$ cat src/nomc_regs.svh
// constants for the operation mode control register bank
// assumes an axi4-lite slave with 32-bit data, registers one per aligned word
//
// Operation
// - master enable bit 7 starts oscillator and regulators, ready mode
// - receive enable bit 6 turns receive on or off
// - bit 5 zero: both channels; one: single channel chosen by channel pick
// - with both channels, bit 4 picks automatic or manual channel selection
// - transmit enable bit 3; hardware sets on field-on, clears after active transmit
// - wake-up enable bit 2 puts device in wake-up mode
// - field detector field: off, collision threshold, peer threshold, automatic
// - operation control defaults load only at power-up
// - role bit 7 of mode register: initiator 0, target 1
// - mode code in bits 6..3, reset value 0001
// - modulation bit 2: on-off keying 0, amplitude modulation 1
// - auto response field: off, after any reception, after peer field-off, reserved
// - mode register writes only accepted while crystal stable flag is 1
// - initiator mode codes decode to seven protocols, others reserved
// - unsupported mode code disables transmit and receive
// - target codes 0001, 0100, 0111 valid; other top-bit-zero codes not allowed
// - target code with top bit set is bit rate detection with enables
// - passive target and detection modes drive field via drive resistance
`ifndef NOMC_REGS_SVH
`define NOMC_REGS_SVH

// ==========================================================================
// register offsets (byte addresses are four times the index)
`define NOMC_IDX_OPCTL      8'h02
`define NOMC_IDX_MODEDEF    8'h03
`define NOMC_ADDR_OPCTL     (`NOMC_IDX_OPCTL * 4)
`define NOMC_ADDR_MODEDEF   (`NOMC_IDX_MODEDEF * 4)

// ==========================================================================
// field positions
`define NOMC_OP_EN          7
`define NOMC_OP_RXEN        6
`define NOMC_OP_RXCHN       5
`define NOMC_OP_RXMAN       4
`define NOMC_OP_TXEN        3
`define NOMC_OP_WU          2
`define NOMC_MD_TARG        7
`define NOMC_MD_OM_HI       6
`define NOMC_MD_OM_LO       3
`define NOMC_MD_AM          2

// ==========================================================================
// reset values
`define NOMC_OPCTL_RST      8'h00
`define NOMC_MODEDEF_RST    8'h08

// ==========================================================================
// axi responses
`define NOMC_RESP_OKAY      2'h0
`define NOMC_RESP_SLVERR    2'h2

`endif

$ cat src/nomc_pkg.sv
// types for the operation mode control register bank
// assumes nomc_regs.svh supplies the numeric constants
package nomc_pkg;
   // decoded protocol mode
   typedef enum logic [3:0] {
      NOMC_M_NONE   = 4'h0,
      NOMC_M_AP2P   = 4'h1,
      NOMC_M_TYPEA  = 4'h2,
      NOMC_M_TYPEB  = 4'h3,
      NOMC_M_TYPEF  = 4'h4,
      NOMC_M_T1T    = 4'h5,
      NOMC_M_SUBC   = 4'h6,
      NOMC_M_BPSK   = 4'h7,
      NOMC_M_PT_A   = 4'h8,
      NOMC_M_PT_F   = 4'h9,
      NOMC_M_TG_AP  = 4'hA,
      NOMC_M_BRD    = 4'hB
   } nomc_mode_t;

   // field detector setting
   typedef enum logic [1:0] {
      NOMC_FD_OFF  = 2'h0,
      NOMC_FD_CA   = 2'h1,
      NOMC_FD_PEER = 2'h2,
      NOMC_FD_AUTO = 2'h3
   } nomc_fd_t;

   // write handshake states
   typedef enum logic [1:0] {
      NOMC_W_IDLE = 2'b00,
      NOMC_W_RESP = 2'b01
   } nomc_wst_t;
endpackage

$ cat src/nomc_top.sv
// operation control and mode definition registers behind axi4-lite
// assumes rst_b is the power-up reset and all inputs are synchronous to mclk
// except the status pins, synchronised here
//
// Our own choice: register access over AXI4-Lite.
`timescale 1ns/100ps
`default_nettype none
`include "nomc_regs.svh"
module nomc_top (
   // clock and power-up reset
   input  wire logic        mclk,
   input  wire logic        rst_b,
   // axi4-lite write address
   input  wire logic        s_axi_awvalid,
   output logic             s_axi_awready,
   input  wire logic [7:0]  s_axi_awaddr,
   // axi4-lite write data
   input  wire logic        s_axi_wvalid,
   output logic             s_axi_wready,
   input  wire logic [31:0] s_axi_wdata,
   input  wire logic [3:0]  s_axi_wstrb,
   // axi4-lite write response
   output logic             s_axi_bvalid,
   input  wire logic        s_axi_bready,
   output logic [1:0]       s_axi_bresp,
   // axi4-lite read address
   input  wire logic        s_axi_arvalid,
   output logic             s_axi_arready,
   input  wire logic [7:0]  s_axi_araddr,
   // axi4-lite read data
   output logic             s_axi_rvalid,
   input  wire logic        s_axi_rready,
   output logic [31:0]      s_axi_rdata,
   output logic [1:0]       s_axi_rresp,
   // device status pins
   input  wire logic        crystal_ok,
   input  wire logic        field_on_cmd,
   input  wire logic        active_tx_done,
   // control outputs to analog and protocol logic
   output logic             osc_reg_enable,
   output logic             ready_mode,
   output logic             rx_enable,
   output logic             rx_am_active,
   output logic             rx_pm_active,
   output logic             rx_auto_select,
   output logic             tx_enable,
   output logic             wake_up_mode,
   output nomc_pkg::nomc_fd_t field_detector_mode,
   output logic             low_power_nfc_mode,
   output logic             target_role,
   output nomc_pkg::nomc_mode_t protocol_mode,
   output logic             modulation_am,
   output logic [1:0]       auto_response_field,
   output logic             auto_response_start,
   output logic             brd_type_f,
   output logic             brd_type_a,
   output logic             use_passive_target_drive,
   // receive channel pick comes from another register
   input  wire logic        receive_channel_pick
);
   import nomc_pkg::*;

   // ======================================================================
   // synchronisers for pin inputs
   logic [2:0] sync1_reg;
   logic [2:0] sync2_reg;
   always_ff @(posedge mclk or negedge rst_b) begin
      if (!rst_b) begin
         sync1_reg <= 3'h0;
         sync2_reg <= 3'h0;
      end else begin
         sync1_reg <= {crystal_ok, field_on_cmd, active_tx_done};
         sync2_reg <= sync1_reg;
      end
   end
   wire osc_ok_s  = sync2_reg[2];
   wire fon_s     = sync2_reg[1];
   wire txdone_s  = sync2_reg[0];

   // edge detect on the synchronised events, so a long pulse acts once
   logic fon_d_reg;
   logic txdone_d_reg;
   always_ff @(posedge mclk or negedge rst_b) begin
      if (!rst_b) begin
         fon_d_reg    <= 1'b0;
         txdone_d_reg <= 1'b0;
      end else begin
         fon_d_reg    <= fon_s;
         txdone_d_reg <= txdone_s;
      end
   end
   wire fon_evt    = fon_s & ~fon_d_reg;
   wire txdone_evt = txdone_s & ~txdone_d_reg;

   // ======================================================================
   // register storage
   logic [7:0] opctl_reg;
   logic [7:0] opctl_next;
   logic [7:0] modedef_reg;
   logic [7:0] modedef_next;

   // ======================================================================
   // axi write channel: address and data taken in either order
   logic       aw_held_reg;
   logic [7:0] aw_addr_reg;
   logic       w_held_reg;
   logic [7:0] w_data_reg;
   logic       w_strb0_reg;
   nomc_wst_t  wst_reg;
   logic       bvalid_reg;
   logic [1:0] bresp_reg;

   wire aw_take  = s_axi_awvalid & ~aw_held_reg & (wst_reg == NOMC_W_IDLE);
   wire w_take   = s_axi_wvalid & ~w_held_reg & (wst_reg == NOMC_W_IDLE);
   wire aw_have  = aw_held_reg | aw_take;
   wire w_have   = w_held_reg | w_take;
   wire [7:0] wa = aw_held_reg ? aw_addr_reg : s_axi_awaddr;
   wire [7:0] wd = w_held_reg ? w_data_reg : s_axi_wdata[7:0];
   wire       ws = w_held_reg ? w_strb0_reg : s_axi_wstrb[0];
   wire do_write = aw_have & w_have & (wst_reg == NOMC_W_IDLE);
   wire hit_op   = (wa == 8'(`NOMC_ADDR_OPCTL));
   wire hit_md   = (wa == 8'(`NOMC_ADDR_MODEDEF));
   wire wr_op    = do_write & hit_op & ws;
   wire wr_md    = do_write & hit_md & ws & osc_ok_s;
   // refused mode write answers slverr
   wire [1:0] wresp = (hit_op | (hit_md & osc_ok_s)) ?
                      `NOMC_RESP_OKAY : `NOMC_RESP_SLVERR;

   // write handshake state
   always_ff @(posedge mclk or negedge rst_b) begin
      if (!rst_b) begin
         aw_held_reg <= 1'b0;
         aw_addr_reg <= 8'h00;
         w_held_reg  <= 1'b0;
         w_data_reg  <= 8'h00;
         w_strb0_reg <= 1'b0;
         wst_reg     <= NOMC_W_IDLE;
         bvalid_reg  <= 1'b0;
         bresp_reg   <= 2'h0;
      end else begin
         case (wst_reg)
            NOMC_W_IDLE: begin
               if (do_write) begin
                  aw_held_reg <= 1'b0;
                  w_held_reg  <= 1'b0;
                  bvalid_reg  <= 1'b1;
                  bresp_reg   <= wresp;
                  wst_reg     <= NOMC_W_RESP;
               end else begin
                  if (aw_take) begin
                     aw_held_reg <= 1'b1;
                     aw_addr_reg <= s_axi_awaddr;
                  end
                  if (w_take) begin
                     w_held_reg  <= 1'b1;
                     w_data_reg  <= s_axi_wdata[7:0];
                     w_strb0_reg <= s_axi_wstrb[0];
                  end
               end
            end
            NOMC_W_RESP: begin
               if (s_axi_bready) begin
                  bvalid_reg <= 1'b0;
                  wst_reg    <= NOMC_W_IDLE;
               end
            end
            default: wst_reg <= NOMC_W_IDLE;
         endcase
      end
   end

   // ======================================================================
   // register next values
   always_comb begin
      opctl_next = opctl_reg;
      if (wr_op) begin
         opctl_next = wd;
      end
      // hardware updates of transmit enable; set wins over clear
      if (txdone_evt && (protocol_mode == NOMC_M_AP2P || protocol_mode == NOMC_M_TG_AP)) begin
         opctl_next[`NOMC_OP_TXEN] = 1'b0;
      end
      if (fon_evt) begin
         opctl_next[`NOMC_OP_TXEN] = 1'b1;
      end
   end
   assign modedef_next = wr_md ? wd : modedef_reg;

   // only rst_b, the power-up reset, loads the defaults
   always_ff @(posedge mclk or negedge rst_b) begin
      if (!rst_b) begin
         opctl_reg   <= `NOMC_OPCTL_RST;
         modedef_reg <= `NOMC_MODEDEF_RST;
      end else begin
         opctl_reg   <= opctl_next;
         modedef_reg <= modedef_next;
      end
   end

   // ======================================================================
   // axi read channel, one read at a time
   logic        rvalid_reg;
   logic [31:0] rdata_reg;
   logic [1:0]  rresp_reg;
   wire ar_take  = s_axi_arvalid & ~rvalid_reg;
   wire rd_op    = (s_axi_araddr == 8'(`NOMC_ADDR_OPCTL));
   wire rd_md    = (s_axi_araddr == 8'(`NOMC_ADDR_MODEDEF));
   wire [7:0] rd_val = rd_op ? opctl_reg : (rd_md ? modedef_reg : 8'h00);
   always_ff @(posedge mclk or negedge rst_b) begin
      if (!rst_b) begin
         rvalid_reg <= 1'b0;
         rdata_reg  <= 32'h0000_0000;
         rresp_reg  <= 2'h0;
      end else if (ar_take) begin
         rvalid_reg <= 1'b1;
         rdata_reg  <= {24'h00_0000, rd_val};
         rresp_reg  <= (rd_op | rd_md) ? `NOMC_RESP_OKAY : `NOMC_RESP_SLVERR;
      end else if (s_axi_rready) begin
         rvalid_reg <= 1'b0;
      end
   end

   // ======================================================================
   // mode decode
   nomc_mode_t dec_mode;
   logic       dec_supported;
   logic       dec_brd_f;
   logic       dec_brd_a;
   nomc_decode u_decode (
      .role_target         (modedef_reg[`NOMC_MD_TARG]),
      .operation_mode_code (modedef_reg[`NOMC_MD_OM_HI:`NOMC_MD_OM_LO]),
      .mode                (dec_mode),
      .supported           (dec_supported),
      .brd_type_f          (dec_brd_f),
      .brd_type_a          (dec_brd_a)
   );

   // ======================================================================
   // control decode feeding the output flops
   wire en_b   = opctl_reg[`NOMC_OP_EN];
   wire rxen_b = opctl_reg[`NOMC_OP_RXEN];
   wire chn_b  = opctl_reg[`NOMC_OP_RXCHN];
   wire man_b  = opctl_reg[`NOMC_OP_RXMAN];
   wire txen_b = opctl_reg[`NOMC_OP_TXEN];
   wire [1:0] fd_b = opctl_reg[1:0];
   // receive needs a supported mode, otherwise both paths stay off
   wire rx_on  = rxen_b & dec_supported;
   wire tx_on  = txen_b & dec_supported;
   // single channel: pick 0 means am, 1 means pm
   wire am_on  = rx_on & (~chn_b | ~receive_channel_pick);
   wire pm_on  = rx_on & (~chn_b | receive_channel_pick);
   wire auto_s = rx_on & ~chn_b & ~man_b;
   wire lp_nfc = (fd_b != 2'h0) & (opctl_reg[7:2] == 6'h00);
   wire pt_drv = (dec_mode == NOMC_M_PT_A) | (dec_mode == NOMC_M_PT_F) |
                 (dec_mode == NOMC_M_BRD);
   wire [1:0] ar_b = modedef_reg[1:0];
   // reserved code 11 behaves as off
   wire ar_go  = (ar_b == 2'h1) | (ar_b == 2'h2);

   always_ff @(posedge mclk or negedge rst_b) begin
      if (!rst_b) begin
         osc_reg_enable           <= 1'b0;
         ready_mode               <= 1'b0;
         rx_enable                <= 1'b0;
         rx_am_active             <= 1'b0;
         rx_pm_active             <= 1'b0;
         rx_auto_select           <= 1'b0;
         tx_enable                <= 1'b0;
         wake_up_mode             <= 1'b0;
         field_detector_mode      <= NOMC_FD_OFF;
         low_power_nfc_mode       <= 1'b0;
         target_role              <= 1'b0;
         protocol_mode            <= NOMC_M_NONE;
         modulation_am            <= 1'b0;
         auto_response_field      <= 2'h0;
         auto_response_start      <= 1'b0;
         brd_type_f               <= 1'b0;
         brd_type_a               <= 1'b0;
         use_passive_target_drive <= 1'b0;
      end else begin
         osc_reg_enable           <= en_b;
         ready_mode               <= en_b & osc_ok_s;
         rx_enable                <= rx_on;
         rx_am_active             <= am_on;
         rx_pm_active             <= pm_on;
         rx_auto_select           <= auto_s;
         tx_enable                <= tx_on;
         wake_up_mode             <= opctl_reg[`NOMC_OP_WU];
         field_detector_mode      <= nomc_fd_t'(fd_b);
         low_power_nfc_mode       <= lp_nfc;
         target_role              <= modedef_reg[`NOMC_MD_TARG];
         protocol_mode            <= dec_mode;
         modulation_am            <= modedef_reg[`NOMC_MD_AM];
         auto_response_field      <= ar_b;
         auto_response_start      <= ar_go;
         brd_type_f               <= dec_brd_f;
         brd_type_a               <= dec_brd_a;
         use_passive_target_drive <= pt_drv;
      end
   end

   // ======================================================================
   // axi outputs straight from flops, except the readies, which come combinationally from the take terms
   assign s_axi_awready = aw_take;
   assign s_axi_wready  = w_take;
   assign s_axi_bvalid  = bvalid_reg;
   assign s_axi_bresp   = bresp_reg;
   assign s_axi_arready = ar_take;
   assign s_axi_rvalid  = rvalid_reg;
   assign s_axi_rdata   = rdata_reg;
   assign s_axi_rresp   = rresp_reg;
endmodule // nomc_top
`default_nettype wire

$ cat src/nomc_decode.sv
// combinational decode of the mode definition register
// assumes register values from the same clock domain
`timescale 1ns/100ps
`default_nettype none
`include "nomc_regs.svh"
module nomc_decode (
   // register fields
   input  wire logic               role_target,
   input  wire logic [3:0]         operation_mode_code,
   // decoded results
   output nomc_pkg::nomc_mode_t    mode,
   output logic                    supported,
   output logic                    brd_type_f,
   output logic                    brd_type_a
);
   import nomc_pkg::*;

   // ======================================================================
   // role-dependent mode table
   always_comb begin
      mode = NOMC_M_NONE;
      if (!role_target) begin
         case (operation_mode_code)
            4'h0: mode = NOMC_M_AP2P;
            4'h1: mode = NOMC_M_TYPEA;
            4'h2: mode = NOMC_M_TYPEB;
            4'h3: mode = NOMC_M_TYPEF;
            4'h4: mode = NOMC_M_T1T;
            4'hE: mode = NOMC_M_SUBC;
            4'hF: mode = NOMC_M_BPSK;
            default: mode = NOMC_M_NONE;
         endcase
      end else if (operation_mode_code[3]) begin
         mode = NOMC_M_BRD;
      end else begin
         case (operation_mode_code)
            4'h1: mode = NOMC_M_PT_A;
            4'h4: mode = NOMC_M_PT_F;
            4'h7: mode = NOMC_M_TG_AP;
            default: mode = NOMC_M_NONE;
         endcase
      end
   end

   assign supported  = (mode != NOMC_M_NONE);
   // code bit 1 is reserved in detection mode
   assign brd_type_f = (mode == NOMC_M_BRD) & operation_mode_code[2];
   assign brd_type_a = (mode == NOMC_M_BRD) & operation_mode_code[0];
endmodule // nomc_decode
`default_nettype wire

$ cat config.mk
export PLATFORM = sky130hd
export DESIGN_NAME = nomc_top
export DESIGN_NICKNAME = d
export VERILOG_FILES = /design/src/nomc_pkg.sv /design/src/nomc_top.sv /design/src/nomc_decode.sv
export VERILOG_INCLUDE_DIRS = /design/src
export SDC_FILE = /design/constraint.sdc
export NUM_CORES = 1
export LEC_CHECK = 0
export BUFFER_PORTS_ARGS = -buffer_cell sky130_fd_sc_hd__buf_4
export CORE_MARGIN = 2
export CORE_UTILIZATION = 49
export DETAILED_ROUTE_END_ITERATION = 7
export MAX_ROUTING_LAYER = met4
export PLACE_DENSITY = 0.8
export SYNTH_ARGS = -nofsm -noshare
export SYNTH_HDL_FRONTEND = slang
export SYNTH_SLANG_ARGS = --single-unit
$ cat constraint.sdc
create_clock -name mclk -period 2.46 [get_ports mclk]
set_clock_uncertainty 0.05 [all_clocks]
set_input_delay 0.246 -clock mclk [delete_from_list [all_inputs] [get_ports mclk]]
set_output_delay 0.246 -clock mclk [all_outputs]
set_load 0.05 [all_outputs]
==> results of run 1 <==
==> report_power, final <==
group          internal [mW]  leakage [nW]  switching [mW]
logic                  0.442         0.982           0.585
clock network          0.700         0.126           0.447
registers               1.52          1.00           0.186
total                   2.66          2.11            1.22
==> metal layers <==
layer  track usage, %  wire length, um
met4            6.392               81
met5                -                0
met1            21.28             2716
met3            4.645              379
met2            26.58             2853
==> cells by family (layout without fill, tap and decap cells) <==
family / Yosys count / after routing / synth area share, %
flops: 78 / 78 / 57.79
simple gates: 54 / 54 / 8.811
mux: 53 / 53 / 18.10
buf+inv: 42 / 101 / 7.701
compound gates: 34 / 34 / 6.961
xor+xnor: 2 / 2 / 0.5184
other cells: 1 / 26 / 0.1110
==> worst paths after layout <==
check,start,to,cells past startpoint
setup reg to reg,aw_held_reg,modedef_reg[2],5
setup / recovery,aw_held_reg,modedef_reg[2],5
hold reg to reg,sync1_reg[1],sync2_reg[1],0
min in group mclk,s_axi_bready,s_axi_bvalid,2
max in group asynchronous,rst_b,w_data_reg[2],1
hold / removal,rst_b,brd_type_f,1
==> synthesized netlist by cell type (6+ instances only) <==
library cell,number,area (um2)
inv_1,7,26.28
nor2_1,10,37.54
mux2i_1,12,120.1
mux2_2,32,360.4
nand2_1,17,63.81
mux2_4,8,120.1
a21oi_1,6,30.03
buf_4,26,195.2
o21ai_0,12,60.06
dfrtp_1,77,1927
==> area by class of cell <==
| type | count | share of cell area [%] |
|---|---|---|
| clock buffer | 10 | 3.286 |
| clock inverter | 6 | 2.599 |
| inverter | 7 | 0.6272 |
| multi-input combinational | 169 | 30.32 |
| sequential | 78 | 46.62 |
| tap | 80 | 2.389 |
| timing repair buffer | 78 | 14.16 |
==> what timing repair did <==
action	4_1_cts	5_1_grt
setup buffers	0	0
endpoints found under the hold margin	3	0
hold buffers	3	0
resized for setup	0	0
==> flow_summary.yaml, run 1 <==
layout:
  final_cell_mix: "dfrtp_1 (77), buf_4 (75), mux2_2 (32), conb_1 (26), nand2_1 (17)"
  multiInputGateArea_um2: 1270
  syn_to_final_growth_pct: 23.95
  n_antenna_cell: 0
  layout.nets: 406
  fin_cells: 428
  num-fill-cells: 554
  drive_gt1_share_pct: 39.94
  final_util_pct: 62.35
  stdcell_area_um2: 4189
  register_area_um2: 1953
  layout_commonest_cell: "dfrtp_1"
synth:
  avgSynthCellArea_um2: 12.80
  seq_area_frac_synth_pct: 57.79
  ys_seq_elements: 78
  synth_warnings: 0
  syn_inst: 264
  synth.distinct_cells: 44
  syn_area_um2: 3379
  synth_edf_count: 0
  ys.flop_type: "dfrtp_1"
  synthArstFlopShare_pct: 100.0
route:
  drtIter0Drc: 117
  wl_per_cell_um: 14.09
  ant_nets: 0
  drt_pass1_iterations: 4
  vias: 2152
  viasPerCell: 5.028
  wl_um: 6032
  drc_errors: 0
die:
  row_count: 30
  start_util_pct: 50.30
  die-area_um2: 7577
  ios: 127
  coreArea_um2: 6719
  die_h_um: 87.05
  die_w_um: 87.05
setup_path:
  cp_cell_sequence: "nor4b_1 -> nand2_1 -> a2111oi_4 -> nand2_4 -> mux2_4"
  path_delay_family: "simple AND/OR/NAND/NOR gates"
  max_stage_delay_ps: 470
  critPathBufInv: 0
  ff2ff_setup_slack_ps: 410
  crit_type: "reg -> reg"
  end_kind: "register"
  critPathSlowestCell: "dfrtp_1"
  cp-start-kind: "register"
  crit_required_ps: 2630
  cp.arrival_ps: 2230
  path_max_fanout: 8
grt:
  antenna_found_initial: 0
  grt_max_degree: 79
  track_usage_pct: 17.01
  grt_pass1_vias: 2074
  grt_pass1_wl_um: 9591
  grt_overflow: 0
cts:
  cts_max_path_buffers: 2
  path_clk_slew_ps: 80
  cts_tree: "yes"
  cts_sinks: 78
  cts_root_buf: "clkbuf_8"
  htree_levels: 3
  cts-buffers-inserted: 9
  worstSkewPairLatency_ps: 340
power_and_ir_drop:
  peakVddDrop_v: 0.0006380
  total_power_mw: 3.880
  powerDensity_nw_per_um2: 926.3
  p_leak_nw: 2.112
timing:
  period_minus_slack_ps: 2053
  setup_ws_ps: 406.7
  setup_viol_count_final: 0
  worst_pin_slew_ps: 961.3
  fin_crit_sh_pct: 83.47
  fin_setup_tns_ps: 0
  relSlewSlack_pct: 35.91
  rsz0062_at_grt: "no"
  finalHoldViolCount: 0
  final_max_slew_viol_count: 0
  fmax_mhz: 487.0
  worst_hold_slack_ps: 2.355
place:
  gp_congestion: 0.7365
  dpl_cell_area_um2: 3913
  post-place-ws_ps: 406.8
  io_buffers: 73
  place_hpwl_um: 4305
  place_inst: 409
hold_path:
  min-delay-path-class: "in -> async"
outcome:
  status: "finished clean"
run:
  drv_cap: 0
Note: power is estimated with default switching activity, not from simulation.
==> run 2, diff against run 1 <==
- ABC_AREA: not set -> 1
- CORE_UTILIZATION: 49 -> 45
- PLACE_DENSITY: 0.8 -> 0.76
- clock period: 2.46 -> 1.66 ns (I/O delays scaled with it)
==> flow_summary.yaml, run 2 <==
outcome:
  status: "finished clean"
timing:
  fmax_mhz: 613.3
  period_minus_slack_ps: 1631
  fin_crit_sh_pct: 98.23
  final_max_slew_viol_count: 0
  setup_viol_count_final: 0
  finalHoldViolCount: 0
  rsz0062_at_grt: "yes"
  setup_ws_ps: 29.43
cts:
  worstSkewPairLatency_ps: 350
  cts_tree: "yes"
  cts_sinks: 78
  cts_max_path_buffers: 2
  cts_root_buf: "clkbuf_8"
  htree_levels: 3
  cts-buffers-inserted: 9
  path_clk_slew_ps: 80
place:
  place_hpwl_um: 5189
  io_buffers: 73
  gp_congestion: 0.8084
  post-place-ws_ps: -24.40
  place_inst: 549
layout:
  n_antenna_cell: 0
  register_area_um2: 1958
  layout_commonest_cell: "buf_4"
  syn_to_final_growth_pct: 30.34
  fin_cells: 582
  drive_gt1_share_pct: 33.96
  num-fill-cells: 663
  final_cell_mix: "buf_4 (89), dfrtp_1 (73), nand2_1 (64), nand3_1 (34), inv_1 (33)"
  multiInputGateArea_um2: 1300
  layout.nets: 538
route:
  drt_pass1_iterations: 4
  wl_um: 7381
  vias: 2756
  viasPerCell: 4.735
  drc_errors: 0
  ant_nets: 0
  drtIter0Drc: 117
  wl_per_cell_um: 12.68
hold_path:
  hold_depth: 3
  min-delay-path-class: "in -> reg"
  hold_start: "s_axi_wdata[4]"
  worstHoldEndpoint: "w_data_reg[4]"
setup_path:
  end_kind: "register"
  r2r_cells: 8
  cp-start-kind: "register"
  path_max_fanout: 6
  crit_type: "reg -> reg"
  r2r_start: "modedef_reg[6]"
  crit_required_ps: 1900
  cp.arrival_ps: 1870
  ff2ff_setup_slack_ps: 30
  r2r-end: "rx_pm_active"
synth:
  synth_common_cells: "dfrtp_1 (77), nand2_1 (69), inv_1 (37)"
  seq_area_frac_synth_pct: 55.59
  synthArstFlopShare_pct: 100.0
  ys.flop_type: "dfrtp_1"
  syn_inst: 372
  ys_seq_elements: 78
  synth_top_area_cell: "dfrtp_1"
  synth_edf_count: 0
  synthTopCellsByArea: "dfrtp_1 (55%), nand2_1 (7.4%), buf_4 (5.6%), nand3_1 (5.1%), inv_1 (4.0%)"
  synth_warnings: 0
  avgSynthCellArea_um2: 9.445
  synthMostInstantiatedCell: "dfrtp_1"
  synth_top_cell_area_share_pct: 54.84
  syn_area_um2: 3513
  synth.distinct_cells: 36
power_and_ir_drop:
  switchingPower_mw: 2.799
  power_frac_clock_pct: 21.6
  seqPwrFrac_pct: 39.5
  powerDensity_nw_per_um2: 1490
  switching_share_pct: 41.02
  p_leak_nw: 2.360
  peakVddDrop_v: 0.0007183
  internal_power_mw: 4.025
  p_comb_share_pct: 38.9
grt:
  grt_overflow: 0
  grt_pass1_vias: 2648
  grt_max_degree: 33
  track_usage_pct: 18.69
  grt_pass1_wl_um: 12140
  antenna_found_initial: 0
die:
  row_count: 32
  start_util_pct: 45.94
  die_w_um: 92.36
  coreArea_um2: 7647
  die_h_um: 92.36
  ios: 127
  die-area_um2: 8530
run:
  drv_cap: 0
-- run 2: critical path: stages (launching register included) --
cell and delay (ps):
dfrtp_1 450, nor2_1 290, nand3_1 160, nand3_1 120, nand2_1 80, nand2_1 100
o21bai_1 80, buf_4 160, nor2_1 80
-- run 2: what timing repair did --
item,4_1_cts,5_1_grt
pin swaps,1,9
gates resized for setup,7,23
gates cloned,0,1
endpoints found under the setup margin,22,33
hold buffers,11,0
endpoints found under the hold margin,40,0
setup buffers,1,4
-- run 2: cells by family (layout without fill, tap and decap cells) --
| logic type | Yosys count | in the layout | share of synthesized area, % |
|---|---|---|---|
| mux | 6 | 6 | 1.709 |
| flops | 78 | 78 | 55.59 |
| xor+xnor | 1 | 1 | 0.2493 |
| other cells | 1 | 26 | 0.1067 |
| compound gates | 54 | 54 | 9.900 |
| simple gates | 154 | 155 | 20.44 |
| buf+inv | 78 | 160 | 12.00 |
-- run 2: worst max path at each step --
stage | start | slack [ps] | cells after the start | end
floorplan | s_axi_bvalid | -130 | 5 | aw_addr_reg[3]
global placement | aw_held_reg | 30 | 6 | opctl_reg[2]
detailed placement | aw_held_reg | -20 | 6 | opctl_reg[0]
CTS | modedef_reg[3] | 20 | 10 | rx_auto_select
global route | modedef_reg[3] | -40 | 10 | rx_auto_select
finish | modedef_reg[6] | 30 | 8 | rx_pm_active
-- run 2: power by group through the flow --
stage	combinational, mW	clock [mW]	sequential [mW]
2_1_floorplan	1.34	0	3.17
3_5_place_dp	2.51	0	2.72
5_1_grt	2.90	1.61	2.75
6_report	2.66	1.48	2.69
4_1_cts	2.56	1.52	2.69
3_3_place_gp	2.46	0	2.70
-- run 2: area by class of cell --
| type | instances | area share [%] |
|---|---|---|
| Multi-Input combinational cell | 242 | 28.39 |
| Timing Repair Buffer | 104 | 18.17 |
| Clock buffer | 12 | 3.388 |
| Clock inverter | 4 | 1.175 |
| Sequential cell | 78 | 42.76 |
| Tap cell | 102 | 2.787 |
| Inverter | 40 | 3.333 |
-- run 2: metrics by stage --
stage	TNS (ps)	power [mW]	utilization (%)	area (um2)	hold slack, ps
after floorplan	-1542	4.512	-	3621	-179.6
after global placement	0	5.159	54.17	4143	79.72
after detailed placement	-169.8	5.233	54.17	4143	89.11
after CTS	0	6.773	58.59	4481	0.3398
after global routing	-166.9	7.263	59.88	4579	8.441
final	0	6.824	59.88	4579	15.39
-- run 2: metal layers --
| metal | routed length [um] | up-vias | GRT usage (%) |
|---|---|---|---|
| met3 | 399 | 9 | 5.207 |
| met4 | 112 | 0 | 8.085 |
| met1 | 3267 | 1310 | 23.07 |
| met2 | 3601 | 83 | 29.01 |
| li1 | - | 1354 | - |
| met5 | 0 | - | - |
